## src/include/gom_pkg.sv

```systemverilog
package gom_pkg;
	localparam int          NUM_PINS       = 2;
	localparam int          NUM_PORTS      = 2;
	localparam int          REG_W          = 8;
	localparam logic [7:0]  PIN1_CTL_ADDR  = 8'h11;
	localparam logic [7:0]  PIN2_CTL_ADDR  = 8'h12;
	localparam logic [7:0]  CTL_RESET      = 8'h00;
	localparam int          SEL_HI         = 7;
	localparam int          SEL_LO         = 5;
	localparam int          SRC_HI         = 4;
	localparam int          SRC_LO         = 2;
	localparam int          VAL_BIT        = 1;
	localparam int          EN_BIT         = 0;
	localparam logic [2:0]  SRC_PORT0      = 3'h0;
	localparam logic [2:0]  SRC_PORT1      = 3'h1;
	localparam logic [2:0]  SRC_STATUS     = 3'h4;
	localparam logic [2:0]  RSEL_LOCK      = 3'h4;
	localparam logic [2:0]  RSEL_PASS      = 3'h5;
	localparam logic [2:0]  DSEL_VALUE     = 3'h0;
	localparam logic [2:0]  DSEL_LOCK_OR   = 3'h1;
	localparam logic [2:0]  DSEL_LOCK_AND  = 3'h2;
	localparam logic [2:0]  DSEL_PASS_AND  = 3'h3;
	localparam logic [2:0]  DSEL_FSYNC     = 3'h4;
endpackage

```

## src/gom_output_mux.sv

```systemverilog
module gom_output_mux
	import gom_pkg::*;
(
	input  wire logic        i_mclk,
	input  wire logic        i_rst_b,
	input  wire logic        i_wr_en,
	input  wire logic [7:0]  i_wr_addr,
	input  wire logic [7:0]  i_wr_data,
	input  wire logic [7:0]  i_rd_addr,
	output logic      [7:0]  o_rd_data,
	input  wire logic [3:0]  i_port0_remote_pins,
	input  wire logic [3:0]  i_port1_remote_pins,
	input  wire logic [1:0]  i_port_lock,
	input  wire logic [1:0]  i_port_pass,
	input  wire logic [1:0]  i_port_enabled,
	input  wire logic        i_frame_sync_pulse,
	output logic      [1:0]  o_pin_out,
	output logic      [1:0]  o_pin_oe
);
	// every pin-side input is from another domain: two-stage sync
	localparam int SYNC_W = 15;
	logic [SYNC_W-1:0] meta_d;
	logic [SYNC_W-1:0] sync_d;
	logic [SYNC_W-1:0] meta_q;
	logic [SYNC_W-1:0] sync_q;
	logic [SYNC_W-1:0] raw;
	logic [3:0]        rp0;
	logic [3:0]        rp1;
	logic [1:0]        lock_s;
	logic [1:0]        pass_s;
	logic [1:0]        ena_s;
	logic              fsync_s;

	assign raw = {
		i_frame_sync_pulse,
		i_port_enabled,
		i_port_pass,
		i_port_lock,
		i_port1_remote_pins,
		i_port0_remote_pins
	};
	assign rp0     = sync_q[3:0];
	assign rp1     = sync_q[7:4];
	assign lock_s  = sync_q[9:8];
	assign pass_s  = sync_q[11:10];
	assign ena_s   = sync_q[13:12];
	assign fsync_s = sync_q[14];

	// only the second stage reads the first
	always_comb
	begin
		meta_d = raw;
		sync_d = meta_q;
	end

	// cleared in reset so no false lock shows on release
	always_ff @(posedge i_mclk)
	begin
		if (!i_rst_b)
		begin
			meta_q <= {SYNC_W{1'b0}};
			sync_q <= {SYNC_W{1'b0}};
		end
		else
		begin
			meta_q <= meta_d;
			sync_q <= sync_d;
		end
	end

	// combined status over enabled ports only; no enabled port gives and-terms low
	logic lock_or;
	logic lock_and;
	logic pass_and;
	assign lock_or  = |(lock_s & ena_s);
	assign lock_and = (|ena_s) & (&(lock_s | ~ena_s));
	assign pass_and = (|ena_s) & (&(pass_s | ~ena_s));

	logic [7:0] ctl_q [NUM_PINS];
	logic [7:0] ctl_d [NUM_PINS];
	logic [1:0] out_d;
	logic [1:0] oe_d;
	logic [1:0] out_q;
	logic [1:0] oe_q;
	logic [7:0] rd_d;
	logic [7:0] rd_q;

	// pins registered: no decode glitch reaches the board
	genvar g;
	generate
		for (g = 0; g < NUM_PINS; g++)
		begin : g_pin
			localparam logic [7:0] ADDR = (g == 0) ? PIN1_CTL_ADDR : PIN2_CTL_ADDR;
			logic [2:0] src;
			logic [2:0] sel;
			logic [3:0] rpins;
			logic       pv;
			logic       wr_hit;
			logic       pt_lock;
			logic       pt_pass;
			assign src     = ctl_q[g][SRC_HI:SRC_LO];
			assign sel     = ctl_q[g][SEL_HI:SEL_LO];
			assign wr_hit  = i_wr_en && (i_wr_addr == ADDR);
			// port 1 only for its own code, else port 0
			assign pt_lock = (src == SRC_PORT1) ? lock_s[1] : lock_s[0];
			assign pt_pass = (src == SRC_PORT1) ? pass_s[1] : pass_s[0];

			always_comb
			begin
				ctl_d[g] = ctl_q[g];
				if (wr_hit)
				begin
					ctl_d[g] = i_wr_data;
				end
			end

			always_comb
			begin
				pv    = 1'b0;
				rpins = (src == SRC_PORT1) ? rp1 : rp0;
				if ((src == SRC_PORT0) || (src == SRC_PORT1))
				begin
					if (sel < RSEL_LOCK)
					begin
						pv = rpins[sel[1:0]];
					end
					else if (sel == RSEL_LOCK)
					begin
						pv = pt_lock;
					end
					else if (sel == RSEL_PASS)
					begin
						pv = pt_pass;
					end
					else
					begin
						pv = 1'b0;
					end
				end
				else if (src == SRC_STATUS)
				begin
					case (sel)
						DSEL_VALUE:    pv = ctl_q[g][VAL_BIT];
						DSEL_LOCK_OR:  pv = lock_or;
						DSEL_LOCK_AND: pv = lock_and;
						DSEL_PASS_AND: pv = pass_and;
						DSEL_FSYNC:    pv = fsync_s;
						default:       pv = 1'b0;
					endcase
				end
				else
				begin
					pv = 1'b0;
				end
				out_d[g] = ctl_q[g][EN_BIT] & pv;
				oe_d[g]  = ctl_q[g][EN_BIT];
			end

			always_ff @(posedge i_mclk)
			begin
				if (!i_rst_b)
				begin
					ctl_q[g] <= CTL_RESET;
					out_q[g] <= 1'b0;
					oe_q[g]  <= 1'b0;
				end
				else
				begin
					ctl_q[g] <= ctl_d[g];
					out_q[g] <= out_d[g];
					oe_q[g]  <= oe_d[g];
				end
			end
		end
	endgenerate

	// registered read port, unmapped reads zero
	always_comb
	begin
		if (i_rd_addr == PIN1_CTL_ADDR)
		begin
			rd_d = ctl_q[0];
		end
		else if (i_rd_addr == PIN2_CTL_ADDR)
		begin
			rd_d = ctl_q[1];
		end
		else
		begin
			rd_d = 8'h00;
		end
	end

	// registered so read data comes straight from a flop
	always_ff @(posedge i_mclk)
	begin
		if (!i_rst_b)
		begin
			rd_q <= 8'h00;
		end
		else
		begin
			rd_q <= rd_d;
		end
	end

	assign o_rd_data = rd_q;
	assign o_pin_out = out_q;
	assign o_pin_oe  = oe_q;
endmodule

```

## config.mk

```make
export PLATFORM = sky130hd
export DESIGN_NAME = gom_output_mux
export DESIGN_NICKNAME = d
export VERILOG_FILES = /design/src/include/gom_pkg.sv /design/src/gom_output_mux.sv
export SDC_FILE = /design/constraint.sdc
export NUM_CORES = 1
export LEC_CHECK = 0
export BUFFER_PORTS_ARGS = -buffer_cell sky130_fd_sc_hd__buf_4
export CAP_MARGIN = 20
export CORE_MARGIN = 2
export CORE_UTILIZATION = 47
export DETAILED_ROUTE_END_ITERATION = 16
export HOLD_SLACK_MARGIN = 0.15
export PLACE_DENSITY_LB_ADDON = 0.25
export SETUP_SLACK_MARGIN = 0.15
export SLEW_MARGIN = 20
export SYNTH_ARGS = -nofsm -noshare
export SYNTH_HDL_FRONTEND = slang
export SYNTH_SLANG_ARGS = --single-unit
```

## constraint.sdc

```tcl
create_clock -name i_mclk -period 1.5 [get_ports i_mclk]
set_input_delay 0.075 -clock i_mclk [delete_from_list [all_inputs] [get_ports i_mclk]]
set_output_delay 0.075 -clock i_mclk [all_outputs]
set_load 0.005 [all_outputs]
```

==> impl_metrics.csv, run 1 <==
group,metric,value,unit
run_status,status,"complete, no violations",
place,dpl_worst_slack,0.00730,ns
global_route,grt_max_degree,50,
sta,finalCritPeriodShare,95.9,%
drt,avgViaCountPerCell,4.95,
logic_synthesis,synth_top_family_by_area,"simple AND/OR/NAND/NOR gates",
setup_path,cp.arrival,1.66,ns
drt,drt_iter0_markers,97,
clock_network,path_clk_slew,0.06,ns
clock_network,cts_tree,"done",
logic_synthesis,synthMuxAreaShare,14.4,%
logic_synthesis,yosys.area_share.simple,23.5,%
layout,synthToLayoutAreaGrowth,45.4,%
power_and_ir_drop,ir_drop,0.719,mV
clock_network,h-tree-depth,3,
sta,tightest_slew,0.368,ns
logic_synthesis,synth_compound_area_share,6.96,%
power_and_ir_drop,power_density,1100,nW/um2
die,core,4660,um2
clock_network,cts_root_buf,"clkbuf_8",
global_route,grt_first_pass_wirelength,7670,um
logic_synthesis,ys_warn_count,0,
drt,drt-pass1-iter-count,4,
die,ioPinCount,54,
logic_synthesis,synth_cell_types,32,
clock_network,cts_buffer_depth,2,
setup_path,critPathKind,"reg2reg",
drt,drc_errors,0,
clock_network,numCtsBuffers,9,
clock_network,cts_num_sinks,58,
place,numPortBuffers,53,
logic_synthesis,synth_xor_area_share,0,%
die,die-area,5350,um2
logic_synthesis,yosys.area_share.adder,0,%
place,gp_congestion,0.778,
sta,fmax,695,MHz
setup_path,worstSetupStartpointType,"register",
setup_path,cp_cell_sequence,"mux4_2 -> and3b_1 -> nor4_2 -> a21oi_1",
logic_synthesis,syn_inst,203,
setup_path,worst-path-max-fanout,2,
clock_network,insertion_delay,0.33,ns
place,dpl.hpwl,3060,um
sta,rsz0062_at_grt,"yes",
sta,hold_viol_final,0,
logic_synthesis,ys_seq_area_share,51.6,%
die,initial_utilization,48.2,%
sta,drv_slew,0,
setup_path,cp_slowest_cell,"mux4_2",
sta,slew_headroom,75.4,%
die,num_rows,25,
global_route,antenna_found_initial,0,
logic_synthesis,ys_seq_elements,58,
drt,final_antenna_net_count,0,
global_route,grt_overflow_total,0,
setup_path,end_kind,"register",
global_route,track_usage,19.8,%
layout,drive_gt1_share,31.9,%
min_path,hold_class,"in2reg",
die,fp.dieH,73.2,um
logic_synthesis,synth.cell_area,2250,um2
setup_path,required,1.72,ns
drt,routed_wl,4750,um
layout,nets,332,
sta,setup_viol,0,
layout,diodes,0,
sta,skew,0.00632,ns
flow_run,drv_cap,0,
sta,fin_crit,1.44,ns
sta,setup_slack,0.0610,ns
power_and_ir_drop,leakage,1.44,nW
logic_synthesis,synth_nets,245,
die,die_x,73.2,um
setup_path,cp_slowest_stage_delay,0.50,ns
drt,vias,1729,
sta,tns,0,ns
global_route,first_global_vias,1702,
logic_synthesis,synth.avg_cell_area,11.1,um2
drt,post_drt_wl_per_cell,13.6,um
[per-layer routing]
layer  track usage (%)  vias to the layer above  wire length, um
li1                  -                      875                -
met1              23.2                      787             2120
met2              32.2                       60             2280
met3              7.18                        7              264
met4              8.85                        0               86
met5                 0                        -                0
[cell type report]
class	instances	area [um2]
fillers	339	1390
clock inverters	4	97.6
well taps	54	67.6
multi-input cells	128	1030
clock buffers	12	155
flip-flops and latches	58	1170
repair buffers	89	737
inverters	4	15.0
[logic make-up after synthesis]
family                 count (synthesis)
flip-flops                            58
AND/OR/NAND/NOR                       81
multiplexers                          26
buffers and inverters                 17
AO/OA/AOI/OAI                         21
[registers in the layout, summed over array words and instances, names as in the netlist]
| name | flops |
|---|---|
| meta_q | 15 |
| o_pin_oe | 2 |
| o_pin_out | 2 |
| o_rd_data | 8 |
| ctl_q | 16 |
| sync_q | 15 |
[power breakdown]
| group | internal [mW] | leakage (nW) | switching [mW] | total, mW |
|---|---|---|---|---|
| registers | 1.58 | 0.476 | 0.0145 | 1.59 |
| logic | 0.160 | 0.839 | 0.0677 | 0.227 |
| clock network | 1.19 | 0.123 | 0.585 | 1.78 |
| total | 2.93 | 1.44 | 0.667 | 3.60 |
[synthesized netlist by cell type, drive strengths merged]
cell type | n | area, um2
a21oi | 2 | 10.0
a2111oi | 1 | 15.0
mux2 | 1 | 11.3
and3b | 1 | 8.76
o31ai | 1 | 7.51
nor4 | 2 | 18.8
a41o | 1 | 10.0
nor4bb | 1 | 10.0
o2111ai | 1 | 8.76
o22ai | 3 | 18.8
inv | 4 | 15.0
nand3b | 2 | 18.8
nor2 | 4 | 15.0
buf | 7 | 41.3
o21ai | 2 | 10.0
nand2 | 6 | 22.5
nand4b | 4 | 35.0
a211oi | 1 | 7.51
nand3 | 1 | 5.00
nor3 | 5 | 25.0
and2 | 30 | 188
nor3b | 2 | 37.5
dfxtp | 58 | 1160
mux2i | 20 | 200
mux4 | 5 | 113
nor2b | 23 | 144
clkbuf | 6 | 22.5
a22oi | 8 | 60.1
a22o | 1 | 8.76
[metrics by stage]
step                util, %  std cells  cell area (um2)  power (mW)  hold WS [ns]
finish                 70.1        349             3270        3.60         0.298
global route           70.1        349             3270        3.73         0.299
CTS                    69.9        348             3260        3.64         0.278
detailed placement     58.4        306             2720        1.80         0.286
global placement       58.4        306             2720        1.80         0.284
floorplan                 -        203             2250        1.70         0.202
[cell usage in the layout (no fill, tap or decap), types with 2 or more instances in the layout]
cell type,netlist,final
a21oi_1,2,2
o22ai_1,3,3
clkbuf_8,0,11
mux2i_1,20,20
nor3b_4,2,2
nand2_1,6,6
nand4b_1,4,4
nor2b_1,23,23
dfxtp_2,0,3
nor4_2,1,2
mux4_2,5,5
buf_4,0,62
and2_1,30,30
a22oi_1,8,8
dlygate4sd3_1,0,26
bufinv_16,0,3
nor2_1,4,4
inv_1,4,4
dfxtp_1,58,54
nor3_1,5,5
[critical path: cells and delay by family, from the launching register on]
kind            cells  cell delay, ns
simple gates        2            0.43
flops               1            0.34
compound gates      1            0.06
mux                 1            0.50
[worst paths after layout]
kind                            start                 endpoint  slack (ns)  depth (start not counted)
max          ctl_q[0][2]$_SDFFE_PN0P_  o_pin_out[0]$_SDFF_PN0_        0.06                          4
min                      i_rd_addr[5]  o_rd_data[0]$_SDFF_PN0_        0.30                          4
min reg2reg      meta_q[6]$_SDFF_PN0_     sync_q[6]$_SDFF_PN0_        0.43                          1
max reg2reg  ctl_q[0][2]$_SDFFE_PN0P_  o_pin_out[0]$_SDFF_PN0_        0.06                          4
[what timing repair did]
item                                   CTS  global route
setup endpoints to repair                2             2
setup buffers                            0             1
endpoints found under the hold margin   41             0
pin swaps                                0             1
gates resized for setup                  5             2
hold buffers                            26             0
(Power assumes the default switching activity.)
==> run 2, diff against run 1 <==
--- a/config.mk
+++ b/config.mk
@@ -5,11 +5,11 @@
 export SDC_FILE = /design/constraint.sdc
 export NUM_CORES = 1
 export LEC_CHECK = 0
-export BUFFER_PORTS_ARGS = -buffer_cell sky130_fd_sc_hd__buf_4
 export CAP_MARGIN = 20
 export CORE_MARGIN = 2
-export CORE_UTILIZATION = 47
+export CORE_UTILIZATION = 50
 export DETAILED_ROUTE_END_ITERATION = 16
+export DONT_BUFFER_PORTS = 1
 export HOLD_SLACK_MARGIN = 0.15
 export PLACE_DENSITY_LB_ADDON = 0.25
 export SETUP_SLACK_MARGIN = 0.15
==> run 2 against run 1 <==
  * Wire length is 3.4% lower
  * Via count decreased by 9.1%
  * Sequential cell count unchanged
  * Count of clock-buffer cells in the layout shrank 1
  * Combinational power shrank 31%
  * Worst hold slack got worse by 0.12 ns
  * Setup slack lost 0.023 ns
  * Non-clock buffer count decreased by 51
  * Register-to-register slack worse by 0.02 ns
  * Core utilization is 4.6 points lower
  * Critical path type unchanged
  * Critical endpoint unchanged
==> impl_metrics.csv, run 2 (synthesized netlist as in run 1, its figures left out) <==
group,metric,value,unit
run_status,status,"complete, no violations",
place,gp_congestion,0.942,
sta,skew,0.00722,ns
sta,fin_crit,1.46,ns
power_and_ir_drop,p_clk_share,45.0,%
layout,n_fill_cell,355,
sta,slew_headroom,73.9,%
sta,drv_slew,0,
global_route,grt_overflow_total,0,
drt,avgViaCountPerCell,5.31,
power_and_ir_drop,p_switching,653,uW
drt,drc_errors,0,
sta,whs,0.174,ns
min_path,hold_class,"in2reg",
layout,regMostFlops,"ctl_q",
global_route,track_usage,19.6,%
clock_network,h-tree-depth,3,
power_and_ir_drop,swShare,20.5,%
setup_path,required,1.72,ns
layout,reg_top3,"ctl_q (16), meta_q (15), sync_q (15)",
setup_path,worstSetupStartpointType,"register",
die,initial_utilization,51.6,%
clock_network,cts_tree,"done",
drt,vias,1571,
clock_network,insertion_delay,0.33,ns
die,num_rows,24,
power_and_ir_drop,combPwrFrac,4.9,%
die,ioPinCount,54,
layout,diodes,0,
place,numPortBuffers,0,
setup_path,cp_slowest_cell,"mux4_2",
clock_network,cts_num_sinks,58,
layout,stdcell_area,2850,um2
layout,final_common_cell,"dfxtp_1",
sta,hold_viol_final,0,
global_route,antenna_found_initial,0,
flow_run,drv_cap,0,
place,dpl.hpwl,2940,um
clock_network,cts_buffer_depth,2,
layout,largest_reg_flops,16,
setup_path,cp_slowest_stage_delay,0.52,ns
drt,drt_iter0_markers,78,
clock_network,path_clk_slew,0.06,ns
drt,drt-pass1-iter-count,4,
layout,synthToLayoutAreaGrowth,26.8,%
die,fp.dieH,71.1,um
die,die_x,71.1,um
drt,post_drt_wl_per_cell,15.5,um
setup_path,cp.arrival,1.68,ns
global_route,first_global_vias,1602,
drt,final_antenna_net_count,0,
layout,nets,281,
die,die-area,5050,um2
global_route,grt_max_degree,52,
drt,routed_wl,4590,um
power_and_ir_drop,leakage,1.18,nW
setup_path,worst-path-max-fanout,6,
power_and_ir_drop,intPower,2.53,mW
clock_network,cts_root_buf,"clkbuf_8",
sta,setup_viol,0,
layout,drive_gt1_share,17.2,%
place,placed_cell_area,2310,um2
layout,layout_common_cells,"54 x dfxtp_1, 30 x and2_1, 27 x dlygate4sd3_1",
power_and_ir_drop,power_density,1120,nW/um2
power_and_ir_drop,seq_power_share,50.1,%
sta,fmax,684,MHz
sta,finalCritPeriodShare,97.5,%
setup_path,end_kind,"register",
setup_path,cp_cell_sequence,"mux4_2 -> mux2i_1 -> nor2_1 -> nor4_1 -> a21oi_1",
clock_network,numCtsBuffers,9,
sta,tightest_slew,0.391,ns
global_route,grt_first_pass_wirelength,7410,um
sta,rsz0062_at_grt,"yes",
setup_path,critPathKind,"reg2reg",
power_and_ir_drop,ir_drop,0.720,mV
die,core,4350,um2
[run 2: cell count changes in the layout (fill, tap and decap cells not counted), sizes merged]
cell	change
buf	-52
clkinv	+3
bufinv	-2
clkbuf	-1
dlygate4sd3	+1
[run 2: layout make-up]
cell class / instances / area (um2) / share of cell area (%)
multi-input combinational: 128 / 1020 / 35.8
tap: 52 / 65.1 / 2.28
timing repair buffer: 38 / 378 / 13.3
clock inverter: 5 / 52.6 / 1.84
sequential: 58 / 1170 / 41.0
inverter: 4 / 15.0 / 0.527
clock buffer: 11 / 151 / 5.31
[run 2: final timing paths]
kind | startpoint | to | slack (ns) | cells past startpoint
max | ctl_q[0][5]$_SDFFE_PN0P_ | o_pin_out[0]$_SDFF_PN0_ | 0.04 | 5
min | i_rst_b | meta_q[3]$_SDFF_PN0_ | 0.17 | 3
max reg2reg | ctl_q[0][5]$_SDFFE_PN0P_ | o_pin_out[0]$_SDFF_PN0_ | 0.04 | 5
min reg2reg | meta_q[7]$_SDFF_PN0_ | sync_q[7]$_SDFF_PN0_ | 0.43 | 1
[run 2: worst max-delay path, delay by kind of cell (launching register included)]
family | cells | cell delay (ns)
AND/OR/NAND/NOR | 2 | 0.23
multiplexers | 2 | 0.67
AO/OA/AOI/OAI | 1 | 0.06
flip-flops | 1 | 0.39
[run 2: through the flow]
| stage | setup TNS [ns] | setup WS [ns] | utilization (%) | total power [mW] | instances |
|---|---|---|---|---|---|
| global route | -0.0167 | -0.0167 | 65.5 | 3.30 | 296 |
| finish | 0 | 0.0377 | 65.5 | 3.18 | 296 |
| detailed placement | 0 | 0.0375 | 53.1 | 1.69 | 250 |
| floorplan | 0 | 0.0918 | - | 1.70 | 203 |
| global placement | 0 | 0.0744 | 53.1 | 1.69 | 250 |
| CTS | 0 | 0.0536 | 65.0 | 3.21 | 295 |
[run 2: power groups by stage]
stage,Sequential (mW),Clock [mW],Combinational [mW]
floorplan,1.62,0,0.0739
global placement,1.63,0,0.0644
detailed placement,1.63,0,0.0661
CTS,1.59,1.46,0.155
global route,1.60,1.53,0.171
finish,1.59,1.43,0.157
[run 2: timing repair]
action	in CTS	in global routing
hold endpoints to repair	56	0
setup endpoints to repair	2	2
hold buffers	29	0
resized for setup	3	2
setup buffers	0	1
[run 2: layer usage]
| metal | track usage [%] | share of wire (%) | wire length (um) |
|---|---|---|---|
| met1 | 21.7 | 42 | 1950 |
| met2 | 32.7 | 51 | 2330 |
| met3 | 6.70 | 5.4 | 248 |
| met4 | 11.1 | 1.4 | 65 |
| met5 | 0 | 0 | 0 |
==> run 3, diff against run 2 <==
==> constraint.sdc (replaced) <==
create_clock -name i_mclk -period 1.5 [get_ports i_mclk]
set_input_delay 0 -clock i_mclk [delete_from_list [all_inputs] [get_ports i_mclk]]
set_output_delay 0 -clock i_mclk [all_outputs]
set_load 0.005 [all_outputs]
==> run 3 against run 2 <==
  * Worst hold slack lost 0.057 ns
  * Core utilization grew 1.9 points
  * Combinational power grew 9.6%
  * Sequential power is essentially flat
  * Final cell count grew 2.7%
  * Clock power is essentially flat
  * Clock skew grew 0.00053 ns
  * Sequential cell count is the same
  * Count of clock-buffer cells in the layout is the same
  * Critical endpoint unchanged
  * Critical path type unchanged
  * Setup slack gained 0.0039 ns
==> impl_metrics.csv, run 3 (synthesized netlist as in run 1, its figures left out) <==
group,metric,value,unit
global_route,grt.met2_usage,33.4,%
sta,rsz0062_at_grt,"yes",
setup_path,cp_cell_sequence,"mux4_2 -> mux2i_1 -> nor2_1 -> nor4_1 -> a21oi_1",
layout,stdcell_area,2930,um2
drt,drc_errors,0,
sta,finalCritPeriodShare,97.2,%
setup_path,cp.arrival,1.67,ns
clock_network,cts_buffer_depth,2,
drt,drt_iter0_markers,67,
layout,ff_latch_area,1170,um2
layout,synthToLayoutAreaGrowth,30.5,%
layout,drive_gt1_share,18.3,%
layout,stdcell_count,304,
place,dpl.hpwl,2940,um
sta,slew_headroom,79.0,%
power_and_ir_drop,power_density,1090,nW/um2
layout,largest_reg_flops,16,
sta,fin_crit,1.46,ns
sta,skew,0.00774,ns
drt,drt-pass1-iter-count,4,
setup_path,critPathTopFamily,"multiplexers",
min_path,hold_class,"in2reg",
die,ioPinCount,54,
global_route,antenna_found_initial,0,
setup_path,critPathKind,"reg2reg",
global_route,grt-busiest-layer,"met2",
clock_network,h-tree-depth,3,
setup_path,cp_slowest_cell,"mux4_2",
global_route,grt_overflow_total,0,
global_route,grt_max_degree,51,
global_route,track_usage,19.7,%
global_route,first_global_vias,1607,
place,numPlacedInstances,250,
place,numPortBuffers,0,
layout,reg_top3,"ctl_q (16), meta_q (15), sync_q (15)",
setup_path,end_kind,"register",
flow_run,drv_cap,0,
sta,setup_viol,0,
clock_network,cts_num_sinks,58,
setup_path,required,1.71,ns
drt,avgViaCountPerCell,5.31,
die,core,4350,um2
clock_network,cts_root_buf,"clkbuf_8",
die,num_rows,24,
die,die-area,5050,um2
global_route,met1_usage,21.4,%
drt,post_drt_wl_per_cell,15.5,um
run_status,status,"complete, no violations",
setup_path,worst-path-max-fanout,6,
global_route,use_met3,6.70,%
layout,multi_input_area,1020,um2
sta,hold_viol_final,0,
clock_network,insertion_delay,0.33,ns
layout,n_fill_cell,344,
layout,final_common_cell,"dfxtp_1",
clock_network,numCtsBuffers,9,
layout,regMostFlops,"ctl_q",
die,initial_utilization,51.6,%
place,placed_cell_area,2310,um2
sta,fmax,686,MHz
global_route,grt_first_pass_wirelength,7460,um
power_and_ir_drop,ir_drop,0.731,mV
layout,post-route-util,67.4,%
min_path,worstHoldStart,"i_rd_addr[7]",
setup_path,cp_slowest_stage_delay,0.51,ns
clock_network,path_clk_slew,0.06,ns
die,fp.dieH,71.1,um
drt,final_antenna_net_count,0,
setup_path,cp.buffers_inverters,0,
setup_path,startpoint,"ctl_q[0][5]$_SDFFE_PN0P_",
sta,drv_slew,0,
place,dpl_worst_slack,0.0375,ns
clock_network,cts_tree,"done",
power_and_ir_drop,finalPower,3.19,mW
drt,routed_wl,4710,um
layout,layout_common_cells,"54 x dfxtp_1, 31 x dlygate4sd3_1, 30 x and2_1",
setup_path,r2r-start,"ctl_q[0][5]$_SDFFE_PN0P_",
layout,nets,289,
sta,tightest_slew,0.311,ns
sta,tns,0,ns
layout,diodes,0,
sta,setup_slack,0.0416,ns
place,gp_congestion,0.942,
power_and_ir_drop,leakage,1.22,nW
drt,vias,1613,
setup_path,worstSetupStartpointType,"register",
die,die_x,71.1,um
sta,whs,0.118,ns
[run 3: cell types whose count changed in the layout (fill, tap and decap cells not counted), sizes merged]
| cell | delta |
|---|---|
| buf | +4 |
| dlygate4sd3 | +4 |
[run 3: worst paths after layout]
path                                  end  slack [ns]  cells after the start
hold reg to reg      sync_q[7]$_SDFF_PN0_        0.43                      1
setup reg to reg  o_pin_out[0]$_SDFF_PN0_        0.04                      5
setup / recovery  o_pin_out[0]$_SDFF_PN0_        0.04                      5
hold / removal    o_rd_data[0]$_SDFF_PN0_        0.12                      4
[run 3: area by class of cell]
type,instances,share of cell area [%]
inverter,4,0.512
clock buffer,11,5.16
timing repair buffer,46,15.7
sequential,58,39.8
tap,52,2.22
multi-input combinational,128,34.8
clock inverter,5,1.79
[run 3: per-layer routing]
layer / vias to the layer above / part of all wire (%) / wire length [um]
met1: 754 / 42 / 1960
met5: - / 0 / 0
met4: 0 / 0.96 / 45
met3: 7 / 5.4 / 252
li1: 797 / - / -
met2: 55 / 52 / 2450
[run 3: worst min-delay path: stages]
cell and delay, ns:
nor4_2 0.02, nand3b_2 0.13, nor3b_4 0.06, a22o_1 0.18
[run 3: repair_timing]
item / 4_1_cts / 5_1_grt
resized for setup: 3 / 2
setup endpoints to repair: 2 / 9
hold endpoints to repair: 58 / 1
hold buffers: 33 / 1
setup buffers: 0 / 4
pin swaps: 0 / 3
[run 3: report_power, final]
| part | internal, mW | switching, mW | total (mW) |
|---|---|---|---|
| clock network | 0.847 | 0.580 | 1.43 |
| registers | 1.58 | 0.0174 | 1.59 |
| logic | 0.116 | 0.0558 | 0.172 |
| total | 2.54 | 0.653 | 3.19 |
